===== src/core/crtc_pkg.sv =====
// Constants shared by the vertical timing and start address block.
// Assumes an indexed 8-bit register port on the character clock.
package crtc_pkg;

    // ************************************************************
    // Register indices.
    // ************************************************************
    localparam logic [7:0] IDX_OVERFLOW = 8'h07;
    localparam logic [7:0] IDX_PROTECT_LAST = 8'h07;
    localparam logic [7:0] IDX_START_HIGH = 8'h0c;
    localparam logic [7:0] IDX_START_LOW = 8'h0d;
    localparam logic [7:0] IDX_CURSOR_HIGH = 8'h0e;
    localparam logic [7:0] IDX_CURSOR_LOW = 8'h0f;
    localparam logic [7:0] IDX_VSYNC_START = 8'h10;
    localparam logic [7:0] IDX_VSYNC_END = 8'h11;
    localparam logic [7:0] IDX_VDISP_END = 8'h12;
    localparam logic [7:0] IDX_EXT_VDISP_END = 8'h31;
    localparam logic [7:0] IDX_EXT_VSYNC_START = 8'h32;
    localparam logic [7:0] IDX_START_EXT = 8'h40;
    localparam logic [7:0] IDX_START_TOP = 8'h42;
    localparam logic [7:0] IDX_IO_CONTROL = 8'h80;

    // ************************************************************
    // Field positions.
    // ************************************************************
    localparam int OVF_VSS_BIT9 = 7;
    localparam int OVF_VDE_BIT9 = 6;
    localparam int OVF_ALWAYS_WR = 4;
    localparam int OVF_VSS_BIT8 = 2;
    localparam int OVF_VDE_BIT8 = 1;
    localparam int VSE_PROTECT = 7;
    localparam int VSE_RSVD = 6;
    localparam int VSE_IRQ_DIS = 5;
    localparam int VSE_IRQ_CLR = 4;
    localparam int EXT_COMMIT = 7;
    localparam int EXT_RSVD = 6;
    localparam int IOC_EXT_MODE = 0;
    localparam int ST0_IRQ = 7;

    // ************************************************************
    // Reset values and widths.
    // ************************************************************
    localparam logic [7:0] REG_RESET = 8'h00;
    localparam logic [31:0] START_RESET = 32'h0000_0000;
    localparam logic [15:0] CURSOR_RESET = 16'h0000;
    localparam int LINE_W = 12;
    localparam logic [11:0] LINE_RESET = 12'h000;
    localparam logic [11:0] LINE_ONE = 12'h001;

endpackage


===== src/core/crtc_vtiming.sv =====
// Vertical timing, start address and text cursor part of a CRT controller.
// Assumes the horizontal timing logic supplies same-clock line pulses and
// that host register accesses arrive already decoded as index and data.
`timescale 1ns/1ps

// Notes on behaviour
// - Standard mode start is high byte, low byte.
// - Extended start: top, ext, high, low, two zeros.
// - Extended start loads only at vsync after commit.
// - Hardware clears commit after the load.
// - Cursor location is high byte then low byte.
// - Cursor registers ignored in graphics modes.
// - IO control bit zero selects 12-bit timing.
// - Standard sync start takes overflow bits 7, 2.
// - Extended sync start takes extension nibble.
// - Sync begins on line equal to start.
// - Sync ends when low nibble matches end.
// - Protect blocks writes to indices 0-7, but overflow bit 4 stays writable.
// - Retrace start raises flag unless disabled.
// - Flag polled in status bit seven, no line.
// - Clear bit low clears and blocks the flag.
// - Standard display end takes overflow bits 6, 1.
// - Extended display end takes extension nibble.
// - Display end names the last active line.
module crtc_vtiming
    import crtc_pkg::*;
(
    // Clock and reset.
    input wire logic clk,
    input wire logic rstn,
    // Indexed register port.
    input wire logic reg_wr,
    input wire logic reg_rd,
    input wire logic [7:0] reg_index,
    input wire logic [7:0] reg_wdata,
    output logic [7:0] reg_rdata,
    output logic [7:0] status_rdata,
    // Raster position from the horizontal timing.
    input wire logic frame_start,
    input wire logic line_tick,
    input wire logic graphics_mode,
    // Display outputs.
    output logic vsync,
    output logic vdisp_active,
    output logic [31:0] start_addr,
    output logic [15:0] cursor_addr,
    output logic cursor_enable
);

    // ************************************************************
    // Register file.
    // ************************************************************
    logic [7:0] overflow_bits_reg_q, overflow_bits_reg_d;
    logic [7:0] start_addr_high_reg_q, start_addr_high_reg_d;
    logic [7:0] start_addr_low_reg_q, start_addr_low_reg_d;
    logic [7:0] cursor_loc_high_reg_q, cursor_loc_high_reg_d;
    logic [7:0] cursor_loc_low_reg_q, cursor_loc_low_reg_d;
    logic [7:0] vsync_start_reg_q, vsync_start_reg_d;
    logic [7:0] vsync_end_reg_q, vsync_end_reg_d;
    logic [7:0] vdisplay_end_reg_q, vdisplay_end_reg_d;
    logic [7:0] ext_vdisplay_end_reg_q, ext_vdisplay_end_reg_d;
    logic [7:0] ext_vsync_start_reg_q, ext_vsync_start_reg_d;
    logic [7:0] start_addr_extension_reg_q, start_addr_extension_reg_d;
    logic [7:0] start_addr_top_reg_q, start_addr_top_reg_d;
    logic io_control_reg_q, io_control_reg_d;
    logic [7:0] rdata_q, rdata_d;
    logic [7:0] read_mux;
    logic wr_allowed;
    logic commit_load;
    logic ext_mode;

    // ************************************************************
    // Timing and output state.
    // ************************************************************
    logic [11:0] line_q, line_d;
    logic new_line_q, new_line_d;
    logic irq_pending_q, irq_pending_d;
    logic [31:0] active_start_q, active_start_d;
    logic [31:0] start_addr_q, start_addr_d;
    logic [15:0] cursor_addr_q, cursor_addr_d;
    logic cursor_enable_q, cursor_enable_d;
    logic vdisp_active_q, vdisp_active_d;
    logic [11:0] sync_start_val;
    logic [11:0] disp_end_val;
    logic vsync_q;
    logic retrace_start;

    assign ext_mode = io_control_reg_q;
    assign commit_load = retrace_start && start_addr_extension_reg_q[EXT_COMMIT];

    // Sync start value from its low byte and the mode's upper bits.
    vert_value_compose u_sync_start (
        .low_byte(vsync_start_reg_q),
        .bit8(overflow_bits_reg_q[OVF_VSS_BIT8]),
        .bit9(overflow_bits_reg_q[OVF_VSS_BIT9]),
        .ext_high(ext_vsync_start_reg_q[3:0]),
        .ext_mode(ext_mode),
        .value(sync_start_val)
    );

    // Display end value, built the same way.
    vert_value_compose u_disp_end (
        .low_byte(vdisplay_end_reg_q),
        .bit8(overflow_bits_reg_q[OVF_VDE_BIT8]),
        .bit9(overflow_bits_reg_q[OVF_VDE_BIT9]),
        .ext_high(ext_vdisplay_end_reg_q[3:0]),
        .ext_mode(ext_mode),
        .value(disp_end_val)
    );

    // Sync pulse and the one-cycle retrace start event.
    vsync_pulse_gen u_vsync (
        .clk(clk),
        .rstn(rstn),
        .new_line(new_line_q),
        .line(line_q),
        .sync_start(sync_start_val),
        .sync_end(vsync_end_reg_q[3:0]),
        .vsync_q(vsync_q),
        .retrace_start_q(retrace_start)
    );

    // Read data mux; reserved bits read as zero.
    always_comb begin
        case (reg_index)
            IDX_OVERFLOW: read_mux = overflow_bits_reg_q;
            IDX_START_HIGH: read_mux = start_addr_high_reg_q;
            IDX_START_LOW: read_mux = start_addr_low_reg_q;
            IDX_CURSOR_HIGH: read_mux = cursor_loc_high_reg_q;
            IDX_CURSOR_LOW: read_mux = cursor_loc_low_reg_q;
            IDX_VSYNC_START: read_mux = vsync_start_reg_q;
            IDX_VSYNC_END: read_mux = vsync_end_reg_q;
            IDX_VDISP_END: read_mux = vdisplay_end_reg_q;
            IDX_EXT_VDISP_END: read_mux = ext_vdisplay_end_reg_q;
            IDX_EXT_VSYNC_START: read_mux = ext_vsync_start_reg_q;
            IDX_START_EXT: read_mux = start_addr_extension_reg_q;
            IDX_START_TOP: read_mux = start_addr_top_reg_q;
            IDX_IO_CONTROL: read_mux = {7'b000_0000, io_control_reg_q};
            default: read_mux = 8'h00;
        endcase
    end

    // Register writes. The hardware commit clear is applied first so that a
    // host write of the commit bit in the same cycle wins over it.
    always_comb begin
        overflow_bits_reg_d = overflow_bits_reg_q;
        start_addr_high_reg_d = start_addr_high_reg_q;
        start_addr_low_reg_d = start_addr_low_reg_q;
        cursor_loc_high_reg_d = cursor_loc_high_reg_q;
        cursor_loc_low_reg_d = cursor_loc_low_reg_q;
        vsync_start_reg_d = vsync_start_reg_q;
        vsync_end_reg_d = vsync_end_reg_q;
        vdisplay_end_reg_d = vdisplay_end_reg_q;
        ext_vdisplay_end_reg_d = ext_vdisplay_end_reg_q;
        ext_vsync_start_reg_d = ext_vsync_start_reg_q;
        start_addr_extension_reg_d = start_addr_extension_reg_q;
        start_addr_top_reg_d = start_addr_top_reg_q;
        io_control_reg_d = io_control_reg_q;
        rdata_d = reg_rd ? read_mux : rdata_q;
        wr_allowed = !(vsync_end_reg_q[VSE_PROTECT] && reg_index <= IDX_PROTECT_LAST);
        if (commit_load) begin
            start_addr_extension_reg_d[EXT_COMMIT] = 1'b0;
        end
        if (reg_wr) begin
            case (reg_index)
                IDX_OVERFLOW: begin
                    if (wr_allowed) begin
                        overflow_bits_reg_d = reg_wdata;
                    end else begin
                        overflow_bits_reg_d[OVF_ALWAYS_WR] = reg_wdata[OVF_ALWAYS_WR];
                    end
                end
                IDX_START_HIGH: start_addr_high_reg_d = reg_wdata;
                IDX_START_LOW: start_addr_low_reg_d = reg_wdata;
                IDX_CURSOR_HIGH: cursor_loc_high_reg_d = reg_wdata;
                IDX_CURSOR_LOW: cursor_loc_low_reg_d = reg_wdata;
                IDX_VSYNC_START: vsync_start_reg_d = reg_wdata;
                IDX_VSYNC_END: begin
                    vsync_end_reg_d = reg_wdata;
                    vsync_end_reg_d[VSE_RSVD] = 1'b0;
                end
                IDX_VDISP_END: vdisplay_end_reg_d = reg_wdata;
                IDX_EXT_VDISP_END: ext_vdisplay_end_reg_d = reg_wdata;
                IDX_EXT_VSYNC_START: ext_vsync_start_reg_d = reg_wdata;
                IDX_START_EXT: begin
                    start_addr_extension_reg_d = reg_wdata;
                    start_addr_extension_reg_d[EXT_RSVD] = 1'b0;
                end
                IDX_START_TOP: start_addr_top_reg_d = reg_wdata;
                IDX_IO_CONTROL: io_control_reg_d = reg_wdata[IOC_EXT_MODE];
                default: begin
                end
            endcase
        end
    end

    // Register file storage.
    always_ff @(posedge clk) begin
        if (!rstn) begin
            overflow_bits_reg_q <= REG_RESET;
            start_addr_high_reg_q <= REG_RESET;
            start_addr_low_reg_q <= REG_RESET;
            cursor_loc_high_reg_q <= REG_RESET;
            cursor_loc_low_reg_q <= REG_RESET;
            vsync_start_reg_q <= REG_RESET;
            vsync_end_reg_q <= REG_RESET;
            vdisplay_end_reg_q <= REG_RESET;
            ext_vdisplay_end_reg_q <= REG_RESET;
            ext_vsync_start_reg_q <= REG_RESET;
            start_addr_extension_reg_q <= REG_RESET;
            start_addr_top_reg_q <= REG_RESET;
            io_control_reg_q <= 1'b0;
            rdata_q <= REG_RESET;
        end else begin
            overflow_bits_reg_q <= overflow_bits_reg_d;
            start_addr_high_reg_q <= start_addr_high_reg_d;
            start_addr_low_reg_q <= start_addr_low_reg_d;
            cursor_loc_high_reg_q <= cursor_loc_high_reg_d;
            cursor_loc_low_reg_q <= cursor_loc_low_reg_d;
            vsync_start_reg_q <= vsync_start_reg_d;
            vsync_end_reg_q <= vsync_end_reg_d;
            vdisplay_end_reg_q <= vdisplay_end_reg_d;
            ext_vdisplay_end_reg_q <= ext_vdisplay_end_reg_d;
            ext_vsync_start_reg_q <= ext_vsync_start_reg_d;
            start_addr_extension_reg_q <= start_addr_extension_reg_d;
            start_addr_top_reg_q <= start_addr_top_reg_d;
            io_control_reg_q <= io_control_reg_d;
            rdata_q <= rdata_d;
        end
    end

    // Line count, interrupt flag and display outputs. The active start is a
    // shadow so a half-written extended address never reaches the screen.
    always_comb begin
        line_d = line_q;
        if (frame_start) begin
            line_d = LINE_RESET;
        end else if (line_tick) begin
            line_d = line_q + LINE_ONE;
        end
        new_line_d = frame_start || line_tick;
        irq_pending_d = irq_pending_q;
        if (!vsync_end_reg_q[VSE_IRQ_CLR]) begin
            irq_pending_d = 1'b0;
        end else if (retrace_start && !vsync_end_reg_q[VSE_IRQ_DIS]) begin
            irq_pending_d = 1'b1;
        end
        active_start_d = active_start_q;
        if (commit_load) begin
            active_start_d = {start_addr_top_reg_q, start_addr_extension_reg_q[5:0],
                              start_addr_high_reg_q, start_addr_low_reg_q, 2'b00};
        end
        if (ext_mode) begin
            start_addr_d = active_start_d;
        end else begin
            start_addr_d = {16'h0000, start_addr_high_reg_q, start_addr_low_reg_q};
        end
        cursor_enable_d = !graphics_mode;
        cursor_addr_d = graphics_mode ? CURSOR_RESET
                        : {cursor_loc_high_reg_q, cursor_loc_low_reg_q};
        vdisp_active_d = (line_d <= disp_end_val);
    end

    // Timing and output registers.
    always_ff @(posedge clk) begin
        if (!rstn) begin
            line_q <= LINE_RESET;
            new_line_q <= 1'b0;
            irq_pending_q <= 1'b0;
            active_start_q <= START_RESET;
            start_addr_q <= START_RESET;
            cursor_addr_q <= CURSOR_RESET;
            cursor_enable_q <= 1'b0;
            vdisp_active_q <= 1'b0;
        end else begin
            line_q <= line_d;
            new_line_q <= new_line_d;
            irq_pending_q <= irq_pending_d;
            active_start_q <= active_start_d;
            start_addr_q <= start_addr_d;
            cursor_addr_q <= cursor_addr_d;
            cursor_enable_q <= cursor_enable_d;
            vdisp_active_q <= vdisp_active_d;
        end
    end

    // Only a status bit is offered; there is no interrupt pin.
    assign status_rdata = {irq_pending_q, 7'b000_0000};
    assign reg_rdata = rdata_q;
    assign vsync = vsync_q;
    assign vdisp_active = vdisp_active_q;
    assign start_addr = start_addr_q;
    assign cursor_addr = cursor_addr_q;
    assign cursor_enable = cursor_enable_q;
endmodule // crtc_vtiming


===== src/core/vert_value_compose.sv =====
// Builds a 10-bit or 12-bit vertical timing value from its register parts.
// Assumes all inputs come from registers on the same clock.
`timescale 1ns/1ps

module vert_value_compose (
    // Register parts.
    input wire logic [7:0] low_byte,
    input wire logic bit8,
    input wire logic bit9,
    input wire logic [3:0] ext_high,
    // Mode select.
    input wire logic ext_mode,
    // Result.
    output logic [11:0] value
);

    // Standard mode takes two overflow bits; extended mode a whole nibble.
    assign value = ext_mode ? {ext_high, low_byte} : {2'b00, bit9, bit8, low_byte};

endmodule // vert_value_compose


===== src/core/vsync_pulse_gen.sv =====
// Vertical sync pulse generator driven by the scan line count.
// Assumes line is stable whenever new_line is high.
`timescale 1ns/1ps

module vsync_pulse_gen
    import crtc_pkg::*;
(
    // Clock and reset.
    input wire logic clk,
    input wire logic rstn,
    // Scan line position.
    input wire logic new_line,
    input wire logic [11:0] line,
    // Programmed limits.
    input wire logic [11:0] sync_start,
    input wire logic [3:0] sync_end,
    // Results.
    output logic vsync_q,
    output logic retrace_start_q
);

    logic vsync_d;
    logic retrace_start_d;

    // Decisions are taken only at line boundaries, so an end nibble equal
    // to the start nibble gives a sixteen line pulse instead of a glitch.
    always_comb begin
        vsync_d = vsync_q;
        if (new_line && vsync_q && line[3:0] == sync_end) begin
            vsync_d = 1'b0;
        end else if (new_line && !vsync_q && line == sync_start) begin
            vsync_d = 1'b1;
        end
        retrace_start_d = !vsync_q && vsync_d;
    end

    // State registers.
    always_ff @(posedge clk) begin
        if (!rstn) begin
            vsync_q <= 1'b0;
            retrace_start_q <= 1'b0;
        end else begin
            vsync_q <= vsync_d;
            retrace_start_q <= retrace_start_d;
        end
    end

endmodule // vsync_pulse_gen


===== config.mk =====
export PLATFORM = sky130hd
export DESIGN_NAME = crtc_vtiming
export DESIGN_NICKNAME = d
export VERILOG_FILES = /design/src/core/crtc_pkg.sv /design/src/core/crtc_vtiming.sv /design/src/core/vert_value_compose.sv /design/src/core/vsync_pulse_gen.sv
export SDC_FILE = /design/constraint.sdc
export NUM_CORES = 1
export LEC_CHECK = 0
export BUFFER_PORTS_ARGS = -buffer_cell sky130_fd_sc_hd__buf_2
export CORE_ASPECT_RATIO = 1.1
export CORE_MARGIN = 8
export CORE_UTILIZATION = 53
export CTS_CLUSTER_DIAMETER = 100
export DETAILED_ROUTE_END_ITERATION = 10
export GPL_ROUTABILITY_DRIVEN = 0
export GPL_TIMING_DRIVEN = 0
export PLACE_DENSITY_LB_ADDON = 0.25
export SYNTH_ARGS = -nofsm -noshare
export SYNTH_HDL_FRONTEND = slang
export SYNTH_SLANG_ARGS = --single-unit

===== constraint.sdc =====
create_clock -name clk -period 2.37 [get_ports clk]
set_clock_uncertainty 0.2 [all_clocks]
set_input_delay 0 -clock clk [delete_from_list [all_inputs] [get_ports clk]]
set_output_delay 0 -clock clk [all_outputs]
set_load 0.01 [all_outputs]

---- After elaboration in Yosys (flattened, before gate mapping) ----
Index checks and enable logic that the tools add are counted.
word-level totals
  register bits ........................... 201
  input port bits ......................... 23
  word-level logic and storage cells ...... 88
operators by class
  add/subtract/negate cells ............... 1
  $lt $le $gt $ge ......................... 2
  equal/unequal tests ..................... 15
  muxes and demuxes ....................... 12
  bitwise logic cells ..................... 2
  reductions and logical operators ........ 29
operator list
  operator                                                                          count
  8-bit case mux with 13 select lines                                               1
  12-bit 2-to-1 mux                                                                 4
  8-bit by 4-bit == test with 1-bit output, second input constant                   4
  32-bit 2-to-1 mux                                                                 1
  2-bit AND reduction                                                               15
  8-bit by 5-bit == test with 1-bit output, second input constant                   3
  8-bit by 6-bit == test with 1-bit output, second input constant                   2
  8-bit by 7-bit == test with 1-bit output, second input constant                   2
  16-bit 2-to-1 mux                                                                 1
  8-bit 2-to-1 mux                                                                  2
  12-bit by 1-bit adder with 12-bit output, second input constant                   1
  12-bit == test                                                                    1
  12-bit less-or-equal comparator                                                   1
  8-bit by 3-bit == test with 1-bit output, second input constant                   1
  8-bit == test, second input constant                                              1
  8-bit by 3-bit less-or-equal comparator with 1-bit output, second input constant  1
  1-bit logical AND                                                                 8
  4-bit == test                                                                     1
  1-bit logical NOT                                                                 3
  1-bit 2-to-1 mux                                                                  3
  3-bit AND reduction                                                               1
  1-bit inverter                                                                    2
  2-bit OR reduction                                                                1
  1-bit logical OR                                                                  1

---- Depth between registers and ports, before layout ----
  depth in word-level cells ............... 6
  depth in mapped cells ................... 12
  gate-level depth less buffers ........... 12

---- By module ----
Synthesis repeated with hierarchy kept, for this count alone.
second synthesis, totals
  cell total of the unflattened synthesis .. 933
  area total of the unflattened synthesis .. 8779.7 sq um
modules (own cells, without submodules)
  module              times used  cells an instance  area each (sq um)
  crtc_vtiming        1           878                8329.2
  vsync_pulse_gen     1           31                 255.2
  vert_value_compose  2           12                 97.6

---- Worst setup path after synthesis ----
No wires, ideal clock.
  kind .................................... register -> register
  start ................................... register line_q[2]
  end ..................................... register vdisp_active_q, in the netlist vdisp_active
  data arrival time ....................... 2.288 ns
  data required time ...................... 2.039 ns
  path slack .............................. -0.249 ns
  cell stages (with the launch flop) ...... 13
  path buffers ............................ 1
  cells stage by stage .................... dfxtp_1 clkbuf_1 nand3_1 nor3_1 and3_1 xnor2_1 nor2_1 ha_1 nand4_1 or2_2 a21o_1 o2111ai_1 o31ai_1
on the way
  longest elaborated chain between the ends .. 4
ends and longest elaborated chain
  item                                      line                 text
  from (decl)                               crtc_vtiming.sv:75   logic [11:0] line_q, line_d;
  from (signal assigned)                    crtc_vtiming.sv:276  line_q <= line_d;
  12-bit by 1-bit adder with 12-bit output  crtc_vtiming.sv:239  line_d = line_q + LINE_ONE;
  12-bit 2-to-1 mux                         crtc_vtiming.sv:238  end else if (line_tick) begin
  12-bit 2-to-1 mux                         crtc_vtiming.sv:236  if (frame_start) begin
  net line_d[11]                            crtc_vtiming.sv:75
  12-bit less-or-equal comparator           crtc_vtiming.sv:261  vdisp_active_d = (line_d <= disp_end_val);
  to (signal assigned)                      crtc_vtiming.sv:283  vdisp_active_q <= vdisp_active_d;
  to (decl)                                 crtc_vtiming.sv:82   logic vdisp_active_q, vdisp_active_d;
The timed path passes the listed nets, and every way through them passes these cells.
A chain may end at the register's enable or synchronous reset.

---- Final worst setup path ----
  start ................................... register line_q[1]
  end ..................................... register vdisp_active_q, in the netlist vdisp_active
Same word-level chain as after synthesis.

==> flow_summary.toml <==
[status]
status = "finished with violations"
failed_checks = "negative setup slack"

[logic_synthesis]
synth_top_area_cell = "dfxtp_1"
yosys_warnings = 0
yosys_most_used_dff = "dfxtp_1"
ys_types = 63
synth_area_leaders = "dfxtp_1, mux2i_1, nor2_1, and2_1, a21oi_1"
synth-async-reset-ratio = 0
syn-mean-instance-area_um2 = 9.57
ys_seq_elements = 201
yosysSeqAreaShare = 0.470
synth_edf_count = 0
syn-cell-area_mm2 = 0.00857
synth_top_area_share = 0.470
syn_inst = 895

[finish]
fin_area_mm2 = 0.0104
drive_gt1_frac = 0.196
nets = 1077
syn_to_final_growth_pct = 21.1
final_util = 0.659
layout_common_cells = "dfxtp_1, nor2_1, mux2i_1"
final_common_cell = "dfxtp_1"
antenna_cells = 0
final.fill_count = 1315

[die]
rows = 48
dieArea_mm2 = 0.0205
io_pins = 90
initial_core_util = 0.544
die_w_um = 137
die_h_um = 149
core_mm2 = 0.0157

[sta]
worst_pin_slew_ps = 863
fin_crit_ps = 2590
period_share = 1.09
hold_violations = 0
maxSlewHeadroom = 0.425
rsz0062_at_grt = "true"
fmax_ghz = 0.386
setup_viol = 1
slew_violations = 0
fin_ws_ps = -219

[clocking]
clock_sinks = 201
cts.clk_slew.worst_paths_ps = 60
cts_tree = "yes"
clock_path_buffers = 3
cts_root_buffer = "clkbuf_16"
ctsHtreeMaxLevel = 1
clk-insertion-delay-late_ps = 500
cts_made_buffers = 21

[setup_path]
reg2reg_slack_ps = -220
setup.worst_path.class = "flop to flop"
r2r-start = "line_q[1]$_SDFF_PN0_"
critPathArrivalTime_ps = 2740
endpoint = "vdisp_active$_SDFF_PN0_"
cp-end-kind = "flop"
reg2reg_depth = 12
required_ps = 2520
startpoint_type = "flop"
startpoint = "line_q[1]$_SDFF_PN0_"
critPathMaxFanout = 4
rr_endpoint = "vdisp_active$_SDFF_PN0_"

[detailed_routing]
drt_pre_antenna_iters = 6
dr_total_vias = 7196
ant_nets = 0
drt-wirelength-per-cell_um = 20.0
drt-initial-drc-count = 627
drc = 0
via_per_inst = 5.74
wl_um = 25000

[grt]
grt_pass1_vias = 6827
grt_pass1_wl_um = 38400
antenna_found_initial = 0
grt.overflow.total = 0
grt_max_degree = 15
grt_usage = 0.240

[flow_run]
cap_violations = 0

[placed_design]
io_buffers = 80
dp_hpwl_um = 17700
dpl_cell_area_mm2 = 0.00928

[hold_path]
whs_path_depth = 6
min-delay-path-class = "primary input to flop"
min-delay-start = "reg_index[6]"

[power_and_ir_drop]
power.total_mw = 6.97
irDropWorstVdd_mv = 0.532
leakagePower_nw = 4.50
p_per_area_mw_per_mm2 = 672
-- cell usage after synthesis, drive strengths merged, types with 4 or more instances --
cell,count
nand2b,5
mux4,8
nand2,41
nor3,20
and3,9
clkbuf,42
o22ai,5
nor4b,4
and2,34
nor2,146
a21oi,36
a22oi,10
xnor2,12
nor2b,6
nor4,7
a21o,4
nand3,41
a211oi,19
o21ai,6
ha,13
mux2i,112
buf,33
a221oi,8
dfxtp,201
nand4,9
xor2,14
inv,15
-- stage by stage --
stage	hold slack, ps	setup slack [ps]	setup TNS (ps)	std cells
global placement	6.49	-621	-959	1181
CTS	11.7	-172	-172	1250
finish	47.0	-219	-219	1253
floorplan	-131	5.62	0	901
global route	63.3	-418	-418	1253
detailed placement	12.8	-601	-943	1181
-- state kept, by name, indices dropped and copies added, names as in the netlist, 7 cells and up --
register / cells
active_start_q: 32
cursor_addr: 16
cursor_loc_high_reg_q: 8
cursor_loc_low_reg_q: 8
ext_vdisplay_end_reg_q: 8
ext_vsync_start_reg_q: 8
line_q: 12
overflow_bits_reg_q: 8
reg_rdata: 8
start_addr: 32
start_addr_extension_reg_q: 7
start_addr_high_reg_q: 8
start_addr_low_reg_q: 8
start_addr_top_reg_q: 8
vdisplay_end_reg_q: 8
vsync_end_reg_q: 7
vsync_start_reg_q: 8
-- repair_timing --
item / in CTS / in global routing
resized for setup: 14 / 5
setup buffers: 10 / 3
endpoints found under the hold margin: 83 / 0
hold buffers: 24 / 0
pin swaps: 11 / 8
endpoints found under the setup margin: 1 / 1
-- layout make-up --
cell class	instances	area [um2]	area share
inverter	15	56.3	0.00543
multi-input combinational	610	4250	0.410
sequential	201	4040	0.389
timing repair buffer	117	738	0.0712
clock buffer	27	598	0.0577
buffer	75	373	0.0360
tap	200	250	0.0241
clock inverter	8	71.3	0.00688
-- critical path, stage by stage (launching register included) --
cell and delay, ps:
dfxtp_4 380, ha_4 140, nand4_1 170, nor2_4 180, buf_4 140, xnor2_2 110, nor2_1 60, ha_1 310
nand4_1 170, or2_4 280, a21o_1 160, o2111ai_2 60, o31ai_1 90
-- cell families (layout without fill, tap and decap cells) --
| group | after synthesis | count (layout) | synth area share |
|---|---|---|---|
| other | 1 | 7 | 0.000438 |
| buffers and inverters | 90 | 242 | 0.0479 |
| AO/OA/AOI/OAI | 108 | 108 | 0.0876 |
| multiplexers | 121 | 121 | 0.153 |
| XOR/XNOR | 26 | 26 | 0.0266 |
| AND/OR/NAND/NOR | 335 | 335 | 0.195 |
| adder cells (fa/ha/maj) | 13 | 13 | 0.0190 |
| flip-flops | 201 | 201 | 0.470 |
-- how the worst min path moves through the flow --
stage                                                  to  slack, ps
floorplan                            line_q[1]$_SDFF_PN0_       -130
finish                              ext_mode$_SDFFE_PN0P_         50
global route        start_addr_high_reg_q[5]$_SDFFE_PN0P_         60
detailed placement                   line_q[1]$_SDFF_PN0_         10
CTS                                 ext_mode$_SDFFE_PN0P_         10
global placement                     line_q[1]$_SDFF_PN0_          6
-- report_power, final --
| part | leakage [nW] | switching, mW | total (mW) | internal [mW] |
|---|---|---|---|---|
| Clock | 0.334 | 1.32 | 3.20 | 1.88 |
| Sequential | 1.62 | 0.0107 | 3.40 | 3.39 |
| Combinational | 2.54 | 0.249 | 0.372 | 0.122 |
| Total | 4.50 | 1.58 | 6.97 | 5.39 |
-- routing by layer --
layer,routed length (um),track usage,vias up,part of all wire
met1,10700,0.317,3412,0.43
met3,2030,0.0448,63,0.081
met4,743,0.0701,0,0.030
li1,-,-,3382,-
met2,11500,0.390,339,0.46
met5,0,0,-,0
No activity file was read; power rests on OpenSTA's default activity.
